## src/core/ble_defines.svh

```systemverilog
// Register offsets, reset values and step constants for the branch and load execute unit
`ifndef BLE_DEFINES_SVH
`define BLE_DEFINES_SVH

// ************************************************************
// Register map (byte addresses)
// ************************************************************
`define BLE_PAGE_BITS 8
`define BLE_OFF_CTRL 8'h00
`define BLE_OFF_INSN 8'h04
`define BLE_OFF_OFFS 8'h08
`define BLE_OFF_PC 8'h0c
`define BLE_OFF_STAT 8'h10
`define BLE_OFF_EA 8'h14
`define BLE_OFF_DGPR 8'h40
`define BLE_OFF_AGPR 8'h80
`define BLE_GPR_WIN_MASK 8'hc0
`define BLE_WORD_ALIGN_MASK 8'h03

// ************************************************************
// Field positions and reset values
// ************************************************************
`define BLE_CTRL_GO_BIT 0
`define BLE_STAT_BUSY_BIT 0
`define BLE_STAT_TAKEN_BIT 1
`define BLE_STAT_ILLEGAL_BIT 2
`define BLE_PC_RST 32'h0000_0000
`define BLE_GPR_RST 32'h0000_0000

// ************************************************************
// Registers with a fixed role and step sizes
// ************************************************************
`define BLE_IMPLICIT_DATA_REG 4'hf
`define BLE_IMPLICIT_ADDR_REG 4'hf
`define BLE_STACK_POINTER_REG 4'ha
`define BLE_STEP_ONE 32'h0000_0001
`define BLE_WORD_STEP 32'h0000_0004
`define BLE_BYTE_STEP 32'h0000_0001
`define BLE_LONG_INSN_LEN 32'h0000_0004
`define BLE_SHORT_INSN_LEN 32'h0000_0002

`endif

```

## src/core/ble_pkg.sv

```systemverilog
// Types shared by the branch and load execute unit
package ble_pkg;

	typedef enum logic [4:0]
	{
		BLE_OP_ADDR_NE, BLE_OP_NE_DEC, BLE_OP_NE_INC,
		BLE_OP_DNZ_SHORT, BLE_OP_DNZ_IMPL, BLE_OP_DZ_SHORT, BLE_OP_DZ_IMPL,
		BLE_OP_ANZ_LONG, BLE_OP_ANZ_SHORT, BLE_OP_AZ_LONG, BLE_OP_AZ_SHORT,
		BLE_OP_BSET_LONG, BLE_OP_BSET_SHORT, BLE_OP_BCLR_LONG, BLE_OP_BCLR_SHORT,
		BLE_OP_ADDR_WORD_LOAD, BLE_OP_SIGNED_BYTE_LOAD, BLE_OP_UNSIGNED_BYTE_LOAD,
		BLE_OP_AW_IND, BLE_OP_AW_IMPL_BASE, BLE_OP_AW_IMPL_DEST, BLE_OP_AW_STACK,
		BLE_OP_AW_POST, BLE_OP_UB_IND, BLE_OP_UB_IMPL_BASE, BLE_OP_UB_IMPL_DEST,
		BLE_OP_UB_POST
	} ble_op_e;

	typedef enum logic [2:0]
	{
		BLE_EA_ABS, BLE_EA_BASE_SHORT, BLE_EA_BASE_LONG, BLE_EA_PRE,
		BLE_EA_POST, BLE_EA_CIRC, BLE_EA_BREV
	} ble_mode_e;

	typedef enum logic [1:0]
	{
		BLE_ST_IDLE, BLE_ST_EXEC, BLE_ST_MEM
	} ble_state_e;

	typedef struct packed
	{
		logic [5:0] spare;
		logic [3:0] small_immediate;
		logic use_imm;
		logic [4:0] bit_sel;
		logic [3:0] rb;
		logic [3:0] ra;
		ble_mode_e mode;
		ble_op_e op;
	} ble_insn_s;

	typedef struct packed
	{
		logic req;
		logic byte_sel;
		logic [31:0] addr;
	} ble_mem_req_s;

endpackage : ble_pkg

```

## src/core/ble_exec.sv

```systemverilog
// Branch and load execute unit with Avalon-MM register access
// Functional notes
// - Address-compare branch jumps by doubled sign-extended long offset when registers differ.
// - Compare-and-decrement jumps on inequality; first data register always decrements by one.
// - Compare-and-increment jumps on inequality; first data register always increments by one.
// - Small immediate is sign-extended to 32 bits before the compare.
// - Data non-zero branch: short offset zero-extended, medium offset sign-extended, both doubled.
// - Data zero branch: same offset forms as the non-zero branch.
// - Address non-zero branch: long offset sign-extended, short zero-extended, both doubled.
// - Address zero branch: long offset sign-extended, short zero-extended, both doubled.
// - Bit-set branch: index 0..31 long form, 0..15 implicit data register form.
// - Bit-clear branch: same index ranges and offsets as bit-set branch.
// - Address word load writes the whole fetched word to the address register.
// - Absolute address: offset bits 17:14 on top, fourteen zeros, bits 13:0 low.
// - Short base and pre-increment add sign-extended 10-bit offset; long adds 16-bit.
// - Post-increment accesses at the unmodified base register.
// - Circular and bit-reverse add odd partner low half to even base.
// - Byte loads sign- or zero-extend the fetched byte into a data register.
// - Short address loads scale 4-bit or stack 8-bit offsets by four.
// - Short post-increment address load reads at base, then base advances by four.
// - Short unsigned byte loads add unscaled offset; post form advances base by one.
`timescale 1ns/1ps
`default_nettype none
`include "ble_defines.svh"

module ble_exec
	import ble_pkg::*;
#(
	parameter int ADDR_W = 8
)
(
	input wire logic ref_clk, // 10 MHz core clock
	input wire logic rst_n, // Synchronous reset, active low
	input wire logic [ADDR_W-1:0] avs_address, // Byte address
	input wire logic avs_read, // Read request
	input wire logic avs_write, // Write request
	input wire logic [31:0] avs_writedata, // Write data
	input wire logic [3:0] avs_byteenable, // Write byte lanes
	output logic [31:0] avs_readdata, // Read data
	output logic avs_waitrequest, // Stall
	output var ble_mem_req_s mem_req, // Data memory request
	input wire logic mem_ack, // Memory answer strobe
	input wire logic [31:0] mem_rdata // Memory word, byte in [7:0]
);

	// Elaboration stops when the bus cannot reach the whole register page
	if (ADDR_W < `BLE_PAGE_BITS)
	begin : g_bad_addr_w
		$error("ADDR_W too small for the register map");
	end

	// ************************************************************
	// State
	// ************************************************************
	ble_state_e state_reg;
	ble_insn_s insn_reg;
	logic [31:0] offs_reg, pc_reg, ea_reg;
	logic [31:0] d_reg [16];
	logic [31:0] a_reg [16];
	logic taken_reg, illegal_reg, acc_reg;
	logic [31:0] readdata_reg;
	logic [3:0] dest_reg, base_idx_reg;
	logic to_addr_reg, byte_reg, signed_reg, upd_reg;
	logic [31:0] upd_val_reg;

	// ************************************************************
	// Avalon slave decode
	// ************************************************************
	logic [7:0] addr8;
	logic in_page, busy, blocked, wr_fire, rd_take;
	logic [31:0] wmerged, rd_mux;

	assign addr8 = avs_address[7:0];
	assign in_page = (avs_address >> `BLE_PAGE_BITS) == '0;
	assign busy = state_reg != BLE_ST_IDLE;
	// Writes wait while an instruction runs so operands cannot change under it
	assign blocked = avs_write & busy;
	assign avs_waitrequest = ~acc_reg;
	assign wr_fire = acc_reg & avs_write;
	assign rd_take = avs_read & ~acc_reg;
	assign avs_readdata = readdata_reg;

	function automatic logic [31:0] merge(input logic [31:0] old, input logic [31:0] nw,
		input logic [3:0] be);
		logic [31:0] r;
		r = old;
		for (int i = 0; i < 4; i++)
		begin
			if (be[i])
				r[i*8 +: 8] = nw[i*8 +: 8];
		end
		return r;
	endfunction : merge

	logic [3:0] gidx;
	logic hit_d, hit_a, aligned;
	assign gidx = addr8[5:2];
	assign aligned = (addr8 & `BLE_WORD_ALIGN_MASK) == 8'h00;
	assign hit_d = in_page & aligned & ((addr8 & `BLE_GPR_WIN_MASK) == `BLE_OFF_DGPR);
	assign hit_a = in_page & aligned & ((addr8 & `BLE_GPR_WIN_MASK) == `BLE_OFF_AGPR);

	always_comb
	begin
		rd_mux = 32'h0000_0000;
		if (hit_d)
			rd_mux = d_reg[gidx];
		else if (hit_a)
			rd_mux = a_reg[gidx];
		else if (in_page)
		begin
			unique case (addr8)
				`BLE_OFF_INSN: rd_mux = insn_reg;
				`BLE_OFF_OFFS: rd_mux = offs_reg;
				`BLE_OFF_PC: rd_mux = pc_reg;
				`BLE_OFF_EA: rd_mux = ea_reg;
				`BLE_OFF_STAT:
				begin
					rd_mux[`BLE_STAT_BUSY_BIT] = busy;
					rd_mux[`BLE_STAT_TAKEN_BIT] = taken_reg;
					rd_mux[`BLE_STAT_ILLEGAL_BIT] = illegal_reg;
				end
				default: rd_mux = 32'h0000_0000;
			endcase
		end
	end

	always_ff @(posedge ref_clk)
	begin
		if (!rst_n)
			acc_reg <= 1'b0;
		else
			acc_reg <= (avs_read | avs_write) & ~acc_reg & ~blocked;
	end

	always_ff @(posedge ref_clk)
	begin
		if (!rst_n)
			readdata_reg <= 32'h0000_0000;
		else if (rd_take)
			readdata_reg <= rd_mux;
	end

	assign wmerged = avs_writedata;

	// ************************************************************
	// Operand fetch and offset forms
	// ************************************************************
	logic [31:0] da, ab, aa, db, d15, cmp_b;
	logic [31:0] disp_long, disp_short, disp_med;
	logic [3:0] ev_idx, od_idx;

	assign da = d_reg[insn_reg.ra];
	assign db = d_reg[insn_reg.rb];
	assign aa = a_reg[insn_reg.ra];
	assign ab = a_reg[insn_reg.rb];
	assign d15 = d_reg[`BLE_IMPLICIT_DATA_REG];
	assign cmp_b = insn_reg.use_imm ?
		{{28{insn_reg.small_immediate[3]}}, insn_reg.small_immediate} : db;
	assign disp_long = {{16{offs_reg[14]}}, offs_reg[14:0], 1'b0};
	assign disp_short = {27'h0, offs_reg[3:0], 1'b0};
	assign disp_med = {{23{offs_reg[7]}}, offs_reg[7:0], 1'b0};
	assign ev_idx = {insn_reg.rb[3:1], 1'b0};
	assign od_idx = {insn_reg.rb[3:1], 1'b1};

	// ************************************************************
	// Long-form effective address
	// ************************************************************
	logic [31:0] long_ea, sext10;
	logic long_upd, long_bad;
	assign sext10 = {{22{offs_reg[9]}}, offs_reg[9:0]};

	always_comb
	begin
		long_ea = ab;
		long_upd = 1'b0;
		long_bad = 1'b0;
		unique case (insn_reg.mode)
			BLE_EA_ABS: long_ea = {offs_reg[17:14], 14'h0, offs_reg[13:0]};
			BLE_EA_BASE_SHORT: long_ea = ab + sext10;
			BLE_EA_BASE_LONG: long_ea = ab + {{16{offs_reg[15]}}, offs_reg[15:0]};
			BLE_EA_PRE:
			begin
				long_ea = ab + sext10;
				long_upd = 1'b1;
			end
			BLE_EA_POST:
			begin
				long_ea = ab;
				long_upd = 1'b1;
			end
			BLE_EA_CIRC, BLE_EA_BREV:
			begin
				long_ea = a_reg[ev_idx] + {16'h0, a_reg[od_idx][15:0]};
				long_bad = insn_reg.rb[0];
			end
			default: long_bad = 1'b1;
		endcase
	end

	// ************************************************************
	// Instruction decode
	// ************************************************************
	logic br_taken, long_len, step_en, is_load, ld_byte, ld_signed, ld_to_addr;
	logic upd_en, bad;
	logic [31:0] disp, step_val, ld_ea, upd_val;
	logic [3:0] ld_dest, upd_idx;

	always_comb
	begin
		br_taken = 1'b0;
		long_len = 1'b1;
		disp = disp_long;
		step_en = 1'b0;
		step_val = da;
		is_load = 1'b0;
		ld_ea = ab;
		ld_byte = 1'b0;
		ld_signed = 1'b0;
		ld_dest = insn_reg.ra;
		ld_to_addr = 1'b1;
		upd_en = 1'b0;
		upd_idx = insn_reg.rb;
		upd_val = ab + sext10;
		bad = 1'b0;
		unique case (insn_reg.op)
			BLE_OP_ADDR_NE: br_taken = aa != ab;
			BLE_OP_NE_DEC:
			begin
				br_taken = da != cmp_b;
				step_en = 1'b1;
				step_val = da - `BLE_STEP_ONE;
			end
			BLE_OP_NE_INC:
			begin
				br_taken = da != cmp_b;
				step_en = 1'b1;
				step_val = da + `BLE_STEP_ONE;
			end
			BLE_OP_DNZ_SHORT, BLE_OP_DZ_SHORT:
			begin
				br_taken = (db != '0) ^ (insn_reg.op == BLE_OP_DZ_SHORT);
				long_len = 1'b0;
				disp = disp_short;
			end
			BLE_OP_DNZ_IMPL, BLE_OP_DZ_IMPL:
			begin
				br_taken = (d15 != '0) ^ (insn_reg.op == BLE_OP_DZ_IMPL);
				long_len = 1'b0;
				disp = disp_med;
			end
			BLE_OP_ANZ_LONG: br_taken = aa != '0;
			BLE_OP_AZ_LONG: br_taken = aa == '0;
			BLE_OP_ANZ_SHORT, BLE_OP_AZ_SHORT:
			begin
				br_taken = (aa != '0) ^ (insn_reg.op == BLE_OP_AZ_SHORT);
				long_len = 1'b0;
				disp = disp_short;
			end
			BLE_OP_BSET_LONG: br_taken = da[insn_reg.bit_sel];
			BLE_OP_BCLR_LONG: br_taken = ~da[insn_reg.bit_sel];
			BLE_OP_BSET_SHORT, BLE_OP_BCLR_SHORT:
			begin
				br_taken = d15[insn_reg.bit_sel[3:0]] ^ (insn_reg.op == BLE_OP_BCLR_SHORT);
				long_len = 1'b0;
				disp = disp_short;
			end
			BLE_OP_ADDR_WORD_LOAD:
			begin
				is_load = 1'b1;
				ld_ea = long_ea;
				upd_en = long_upd;
				bad = long_bad;
			end
			BLE_OP_SIGNED_BYTE_LOAD, BLE_OP_UNSIGNED_BYTE_LOAD:
			begin
				is_load = 1'b1;
				ld_byte = 1'b1;
				ld_signed = insn_reg.op == BLE_OP_SIGNED_BYTE_LOAD;
				ld_to_addr = 1'b0;
				ld_ea = long_ea;
				upd_en = long_upd;
				bad = long_bad | (insn_reg.mode == BLE_EA_BASE_LONG);
			end
			BLE_OP_AW_IND: is_load = 1'b1;
			BLE_OP_AW_IMPL_BASE:
			begin
				is_load = 1'b1;
				ld_ea = a_reg[`BLE_IMPLICIT_ADDR_REG] + {26'h0, offs_reg[3:0], 2'b00};
			end
			BLE_OP_AW_IMPL_DEST:
			begin
				is_load = 1'b1;
				ld_ea = ab + {26'h0, offs_reg[3:0], 2'b00};
				ld_dest = `BLE_IMPLICIT_ADDR_REG;
			end
			BLE_OP_AW_STACK:
			begin
				is_load = 1'b1;
				ld_ea = a_reg[`BLE_STACK_POINTER_REG] + {22'h0, offs_reg[7:0], 2'b00};
				ld_dest = `BLE_IMPLICIT_ADDR_REG;
			end
			BLE_OP_AW_POST:
			begin
				is_load = 1'b1;
				upd_en = 1'b1;
				upd_val = ab + `BLE_WORD_STEP;
			end
			BLE_OP_UB_IND, BLE_OP_UB_IMPL_BASE, BLE_OP_UB_IMPL_DEST, BLE_OP_UB_POST:
			begin
				is_load = 1'b1;
				ld_byte = 1'b1;
				ld_to_addr = 1'b0;
				if (insn_reg.op == BLE_OP_UB_IMPL_BASE)
					ld_ea = a_reg[`BLE_IMPLICIT_ADDR_REG] + {28'h0, offs_reg[3:0]};
				if (insn_reg.op == BLE_OP_UB_IMPL_DEST)
				begin
					ld_ea = ab + {28'h0, offs_reg[3:0]};
					ld_dest = `BLE_IMPLICIT_DATA_REG;
				end
				if (insn_reg.op == BLE_OP_UB_POST)
				begin
					upd_en = 1'b1;
					upd_val = ab + `BLE_BYTE_STEP;
				end
			end
			default: bad = 1'b1;
		endcase
	end

	// ************************************************************
	// Sequencer
	// ************************************************************
	logic go, done;
	assign go = wr_fire & in_page & (addr8 == `BLE_OFF_CTRL) & avs_byteenable[0]
		& avs_writedata[`BLE_CTRL_GO_BIT];
	assign done = (state_reg == BLE_ST_MEM) & mem_ack;

	always_ff @(posedge ref_clk)
	begin
		if (!rst_n)
			state_reg <= BLE_ST_IDLE;
		else
		begin
			unique case (state_reg)
				BLE_ST_IDLE: if (go) state_reg <= BLE_ST_EXEC;
				BLE_ST_EXEC: state_reg <= (is_load & ~bad) ? BLE_ST_MEM : BLE_ST_IDLE;
				BLE_ST_MEM: if (mem_ack) state_reg <= BLE_ST_IDLE;
				default: state_reg <= BLE_ST_IDLE;
			endcase
		end
	end

	always_ff @(posedge ref_clk)
	begin
		if (!rst_n)
		begin
			taken_reg <= 1'b0;
			illegal_reg <= 1'b0;
		end
		else if (state_reg == BLE_ST_EXEC)
		begin
			taken_reg <= br_taken & ~is_load & ~bad;
			illegal_reg <= bad;
		end
	end

	always_ff @(posedge ref_clk)
	begin
		if (!rst_n)
		begin
			ea_reg <= 32'h0000_0000;
			dest_reg <= 4'h0;
			base_idx_reg <= 4'h0;
			to_addr_reg <= 1'b0;
			byte_reg <= 1'b0;
			signed_reg <= 1'b0;
			upd_reg <= 1'b0;
			upd_val_reg <= 32'h0000_0000;
		end
		else if (state_reg == BLE_ST_EXEC && is_load && !bad)
		begin
			ea_reg <= ld_ea;
			dest_reg <= ld_dest;
			base_idx_reg <= upd_idx;
			to_addr_reg <= ld_to_addr;
			byte_reg <= ld_byte;
			signed_reg <= ld_signed;
			upd_reg <= upd_en;
			upd_val_reg <= upd_val;
		end
	end

	always_ff @(posedge ref_clk)
	begin
		if (!rst_n)
			mem_req <= '0;
		else if (state_reg == BLE_ST_EXEC && is_load && !bad)
			mem_req <= '{req: 1'b1, byte_sel: ld_byte, addr: ld_ea};
		else if (done)
			mem_req.req <= 1'b0;
	end

	// ************************************************************
	// Software registers and program counter
	// ************************************************************
	always_ff @(posedge ref_clk)
	begin
		if (!rst_n)
		begin
			insn_reg <= '0;
			offs_reg <= 32'h0000_0000;
		end
		else if (wr_fire && in_page && addr8 == `BLE_OFF_INSN)
			insn_reg <= ble_insn_s'(merge(insn_reg, wmerged, avs_byteenable));
		else if (wr_fire && in_page && addr8 == `BLE_OFF_OFFS)
			offs_reg <= merge(offs_reg, wmerged, avs_byteenable);
	end

	always_ff @(posedge ref_clk)
	begin
		if (!rst_n)
			pc_reg <= `BLE_PC_RST;
		else if (wr_fire && in_page && addr8 == `BLE_OFF_PC)
			pc_reg <= merge(pc_reg, wmerged, avs_byteenable);
		else if (state_reg == BLE_ST_EXEC && !is_load && !bad)
		begin
			if (br_taken)
				pc_reg <= pc_reg + disp;
			else
				pc_reg <= pc_reg + (long_len ? `BLE_LONG_INSN_LEN : `BLE_SHORT_INSN_LEN);
		end
	end

	// ************************************************************
	// General purpose registers
	// ************************************************************
	logic [31:0] ld_val;
	assign ld_val = !byte_reg ? mem_rdata :
		signed_reg ? {{24{mem_rdata[7]}}, mem_rdata[7:0]} : {24'h0, mem_rdata[7:0]};

	always_ff @(posedge ref_clk)
	begin
		if (!rst_n)
		begin
			for (int i = 0; i < 16; i++)
			begin
				d_reg[i] <= `BLE_GPR_RST;
				a_reg[i] <= `BLE_GPR_RST;
			end
		end
		else if (wr_fire && hit_d)
			d_reg[gidx] <= merge(d_reg[gidx], wmerged, avs_byteenable);
		else if (wr_fire && hit_a)
			a_reg[gidx] <= merge(a_reg[gidx], wmerged, avs_byteenable);
		else if (state_reg == BLE_ST_EXEC && step_en)
			d_reg[insn_reg.ra] <= step_val;
		else if (done)
		begin
			if (upd_reg)
				a_reg[base_idx_reg] <= upd_val_reg;
			if (to_addr_reg)
				a_reg[dest_reg] <= ld_val;
			else
				d_reg[dest_reg] <= ld_val;
		end
	end

endmodule : ble_exec
`default_nettype wire

```

## config.mk

```make
export PLATFORM = sky130hd
export DESIGN_NAME = ble_exec
export DESIGN_NICKNAME = d
export VERILOG_FILES = /design/src/core/ble_pkg.sv /design/src/core/ble_exec.sv
export VERILOG_INCLUDE_DIRS = /design/src /design/src/core
export SDC_FILE = /design/constraint.sdc
export NUM_CORES = 2
export LEC_CHECK = 0
export ABC_AREA = 0
export BUFFER_PORTS_ARGS = -buffer_cell sky130_fd_sc_hd__buf_2
export CELL_PAD_IN_SITES_DETAIL_PLACEMENT = 2
export CELL_PAD_IN_SITES_GLOBAL_PLACEMENT = 2
export CORE_MARGIN = 2
export CORE_UTILIZATION = 30
export CTS_BUF_LIST = sky130_fd_sc_hd__clkbuf_16
export DETAILED_ROUTE_END_ITERATION = 6
export PLACE_DENSITY = 0.56
export SLEW_MARGIN = 0
export SYNTH_ARGS = -nofsm -noshare
export SYNTH_HDL_FRONTEND = slang
export SYNTH_SLANG_ARGS = --single-unit
```

## constraint.sdc

```tcl
create_clock -name ref_clk -period 9.2 [get_ports ref_clk]
set_input_delay 1.84 -clock ref_clk [delete_from_list [all_inputs] [get_ports ref_clk]]
set_output_delay 1.84 -clock ref_clk [all_outputs]
set_load 0.005 [all_outputs]
```

; ---- After elaboration in Yosys (flattened, before gate mapping)
; Memories as Yosys holds them, arrays and structs flattened. A register that Yosys moved wholly into a read port is not among the register bits.
; Index checks and enable logic that the tools add are counted.
; W data, S select, Z words.
[classes]
bitwise_logic = 26
mux = 138
eq_ne = 49
n_reduce_logical = 61
add_sub_neg = 14
n_lt_le_gt_ge = 2
[ops]
columns = operator, count
row1 = $mux W32, 17
row2 = $mux W8, 32
row3 = $pmux W32 S2, 3
row4 = $reduce_or A32 Y1, 6
row5 = $pmux W32 S5, 1
row6 = $pmux W32 S4, 1
row7 = $pmux W29 S4, 1
row8 = $add A32 B32 Y32, 3
row9 = $reduce_bool A32 Y1, 3
row10 = $mux W4, 19
row11 = $add A32 B1 Y32 const B, 2
row12 = $add A32 B4 Y32, 2
row13 = $add A32 B6 Y32, 2
row14 = $ne A32 B32 Y1, 2
row15 = $eq A5 B5 Y1 const B, 11
row16 = $mux W1, 51
row17 = $eq A5 B4 Y1 const B, 8
row18 = $add A32 B10 Y32, 1
row19 = $add A32 B16 Y32, 1
row20 = $add A32 B3 Y32, 1
row21 = $add A32 B3 Y32 const B, 1
row22 = $logic_not A32 Y1, 1
row23 = $sub A32 B1 Y32 const B, 1
row24 = $reduce_or A24 Y1, 1
row25 = other kinds (44), 119
[totals]
elab_cells = 323
n_memories = 2
ram_bits = 1024
reg_bits = 210
output_inout_bits = 67
in_bits = 81
[mem_list]
columns = name, depth, word_bits, rd, rd_ports_with_merged_regs, wr, line_no
row1 = a_reg, 16, 32, 7, 4, 16, ble_exec.sv:59  ; logic [31:0] a_reg [16];
row2 = d_reg, 16, 32, 4, 2, 16, ble_exec.sv:58  ; logic [31:0] d_reg [16];

; ---- Longest topological paths before layout
[depth]
word_depth = 12
mapped_depth = 35

; ---- Worst setup path before layout
; OpenSTA, ideal clock, no wires.
[synth_path]
path_type = register to register
start = register (tool-made name)
end = register pc_reg[31]
stages_incl_launch_ff = 29
period_less_slack_ns = 7.026
t_required_ns = 9.126
t_arrival_ns = 6.951
setup_time_ns = 0.074
path_slack_ns = 2.174
cell_sequence = dfxtp_1 > buf_4 > buf_6 > buf_6 > buf_4 > mux4_2 > a221oi_1 > xor2_1 > nor4_1 > a41oi_1 > o311a_1 > a2111oi_4 > nand2_2 > clkbuf_1 > and2_1 > ha_1 > nor2b_1 > o21ai_0 > a21boi_0 > o31ai_1 > a31oi_1 > o31a_1 > a311o_1 > a21boi_0 > nor2_1 > a211o_1 > and4_4 > or4_1 > a31oi_1
[synth_rtl]
columns = item, line_no
row1 = to (signal assigned), ble_exec.sv:422  ; pc_reg <= `BLE_PC_RST;
row2 = to (signal assigned), ble_exec.sv:424  ; pc_reg <= merge(pc_reg, wmerged, avs_byteenable);
row3 = to (signal assigned), ble_exec.sv:428  ; pc_reg <= pc_reg + disp;
row4 = to (decl), ble_exec.sv:57  ; logic [31:0] offs_reg, pc_reg, ea_reg;

==> results by group <==
Synthesis
  – Yosys warning total: 0
  – Post-synth EDFFs: 1024
  – Yosys cell types: 96
  – Synth top area cells: edfxtp_1, mux4_2, dfxtp_1, o31ai_1, nand2_1
  – Synthesized cell area: 0.09228 mm2
  – Biggest area consumer among synthesized cells: edfxtp_1
  – Async S/R FF share, synth: 0%
  – Sequential area share after synthesis: 38.05%
  – Syn nets: 8738
  – Synthesis-stage register bit count: 1242
  – Syn Area/Cell: 10.85 um2
  – Synth Flop Type: edfxtp_1
  – Post-synthesis cell count: 8504
  – Top-area cell type share of the netlist area: 33.32%

CTS
  – Skew-Pair Late Insertion Delay: 0.91 ns
  – Reg clk slew, reported paths: 0.06 ns
  – Clock sink total: 1242
  – Max Root-Sink Buffers: 4
  – Root Buffer: clkbuf_16
  – TritonCTS clock tree: built
  – CTS buffer count: 168
  – H-tree depth: 4

Status
  – Outcome: finished with violations
  – Failing checks: max-capacitance violations, max-slew violations

Setup path
  – Critical path's largest stage delay: 0.58 ns
  – Worst Path Arrival: 9.78 ns
  – CP Max Fanout: 84
  – CP max-delay cell: dfxtp_4
  – Setup crit end kind: flip-flop
  – Critical path class: flip-flop to flip-flop
  – Worst setup SP type: flip-flop
  – Most frequent CP cell: buf_4
  – Top delay family on crit path: compound AO/OA/AOI/OAI gates
  – CP bufs+invs: 4
  – Worst EP required: 10.03 ns

Finish
  – Fin nets: 8687
  – FF+latch area: 0.03515 mm2
  – Most frequent cells in the layout: edfxtp_1, nand2_1, mux4_2
  – Share of post-route cells with drive strength above 1: 22.92%
  – Number of filler instances in the final layout: 32300
  – Most common cell after layout, fill and taps aside: edfxtp_1
  – Area growth, synth to finish: 13.35%
  – Design area: 0.1046 mm2
  – Core Util, Final: 34.18%
  – Area of the multi-input gates: 0.05377 mm2

Pwr
  – Maximum VDD drop: 0.1320 mV
  – Total power: 0.01504 W
  – Leakage power: 34.42 nW
  – Pwr/cell area: 143.8 mW/mm2

Drt
  – 1st-iter DRT viols: 12170
  – Via density per instance: 6.801
  – Routed length per placed instance: 46.22 um
  – Vias post-DR: 86440
  – ANT nets after route: 0
  – Initial DRT Pass Iterations: 5
  – # DRC: 0
  – Drt total wl: 587.4 mm

Timing
  – Final setup viols: 0
  – Final setup margin: 0.2545 ns
  – Max-slew violation count: 6
  – Min Hold Slack: 0.4512 ns
  – Relative slew slack: -1.423%
  – RSZ-0062 raised after global routing: no
  – Post-layout min period: 8.946 ns
  – Max Clock Freq: 111.8 MHz
  – Clk_skew: 0.08385 ns
  – Final hold viol count: 0
  – Slew @ Worst Pin: 1.505 ns
  – Tcrit/Tclk final: 97.23%

GRT
  – Gr usage total: 36.90%
  – Initial antenna violation count: 49
  – First-pass GRT wire length: 786.0 mm
  – GRT Residual Overflow: 0
  – Vias in the first global route: 85640
  – Largest net degree at the start of global routing: 97

Placed design
  – IO Port Bufs: 147
  – DP Worst Slack: -0.3280 ns
  – Post-DP HPWL: 416.8 mm
  – GPL Wtd Cong: 0.9793
  – Placed cell areas: 0.09918 mm2

Hold path
  – Tightest Hold Check Type: flip-flop to flip-flop
  – Worst Hold Launch: avs_readdata[14]

Floorplan
  – Die Ht: 558.6 um
  – Die width: 558.6 um
  – Core area: 0.3061 mm2
  – Initial Util: 30.15%
  – Die footprint: 0.3120 mm2
  – Io pins: 148
  – Num rows: 203

Job
  – Max cap viols: 1
==> Yosys cell counts (all sizes together), types with 82 or more instances <==
| master | instances |
|---|---|
| buf | 228 |
| xor2 | 118 |
| nand2 | 1018 |
| nand3 | 237 |
| clkbuf | 616 |
| a21oi | 372 |
| mux4 | 861 |
| o31ai | 527 |
| nand2b | 88 |
| xnor2 | 179 |
| mux2i | 274 |
| dfxtp | 218 |
| a22oi | 120 |
| edfxtp | 1024 |
| a221oi | 127 |
| o21ai | 290 |
| ha | 146 |
| inv | 98 |
| nor2 | 808 |
| nor3 | 123 |
| o211ai | 82 |
==> final timing paths <==
path / endpoint / slack (ns) / depth (start not counted)
worst max-delay path: pc_reg[31] / 0.25 / 29
worst min register to register: avs_readdata[14] / 0.45 / 2
worst max register to register: pc_reg[31] / 0.25 / 29
worst min-delay path: avs_readdata[14] / 0.45 / 2
==> cell type report <==
type                       instances  share of cell area (%)
multi-input combinational       6318                   51.41
sequential                      1242                   33.60
tap                             4100                   4.904
timing repair buffer             623                   4.674
clock buffer                     169                   4.043
clock inverter                   134                  0.9414
inverter                         100                  0.3684
antenna                           24                 0.05742
==> metal layers <==
layer | track usage, % | routed length [um] | vias up
met5 | 0 | 100 | -
met4 | 21.03 | 39250 | 16
met3 | 10.55 | 68130 | 1141
met2 | 53.37 | 246200 | 5685
met1 | 49.12 | 233700 | 46370
li1 | - | - | 33230
==> stage by stage <==
stage                     TNS (ns)  cells
after floorplan                  0   8504
after global placement     -0.4819  12380
after detailed placement   -0.4091  12380
after CTS                        0  12680
after global routing             0  12690
final                            0  12710
==> worst register-to-register path, delay by kind of cell (launching register included) <==
| family | cells | cell delay [ns] |
|---|---|---|
| AND/OR/NAND/NOR | 8 | 2.02 |
| buffers and inverters | 4 | 1.22 |
| flip-flops | 1 | 0.58 |
| XOR/XNOR | 1 | 0.34 |
| adder cells (fa/ha/maj) | 1 | 0.31 |
| AO/OA/AOI/OAI | 12 | 3.58 |
| multiplexers | 3 | 0.83 |
==> cell families (layout without fill, tap and decap cells) <==
logic type | Yosys count | in the layout | share of synthesized area [%]
fa+ha+maj | 153 | 153 | 2.131
other cells | 0 | 24 | 0
flops | 1242 | 1242 | 38.05
xor+xnor | 297 | 297 | 2.819
compound gates | 2001 | 2001 | 15.00
mux | 1191 | 1191 | 24.68
simple gates | 2676 | 2676 | 12.87
buf+inv | 944 | 1026 | 4.450
==> power breakdown <==
| part | switching, W | total (W) | internal, W |
|---|---|---|---|
| sequential | 0.000213 | 0.00645 | 0.00624 |
| combinational | 0.00143 | 0.00200 | 0.000571 |
| clock | 0.00294 | 0.00659 | 0.00365 |
==> timing repair <==
action | in CTS | in global routing
buffers inserted | 0 | 4
hold buffers | 0 | 0
setup endpoints to repair | 3 | 7
gates resized for setup | 3 | 10
pin swaps | 0 | 2
(Power assumes the default switching activity.)
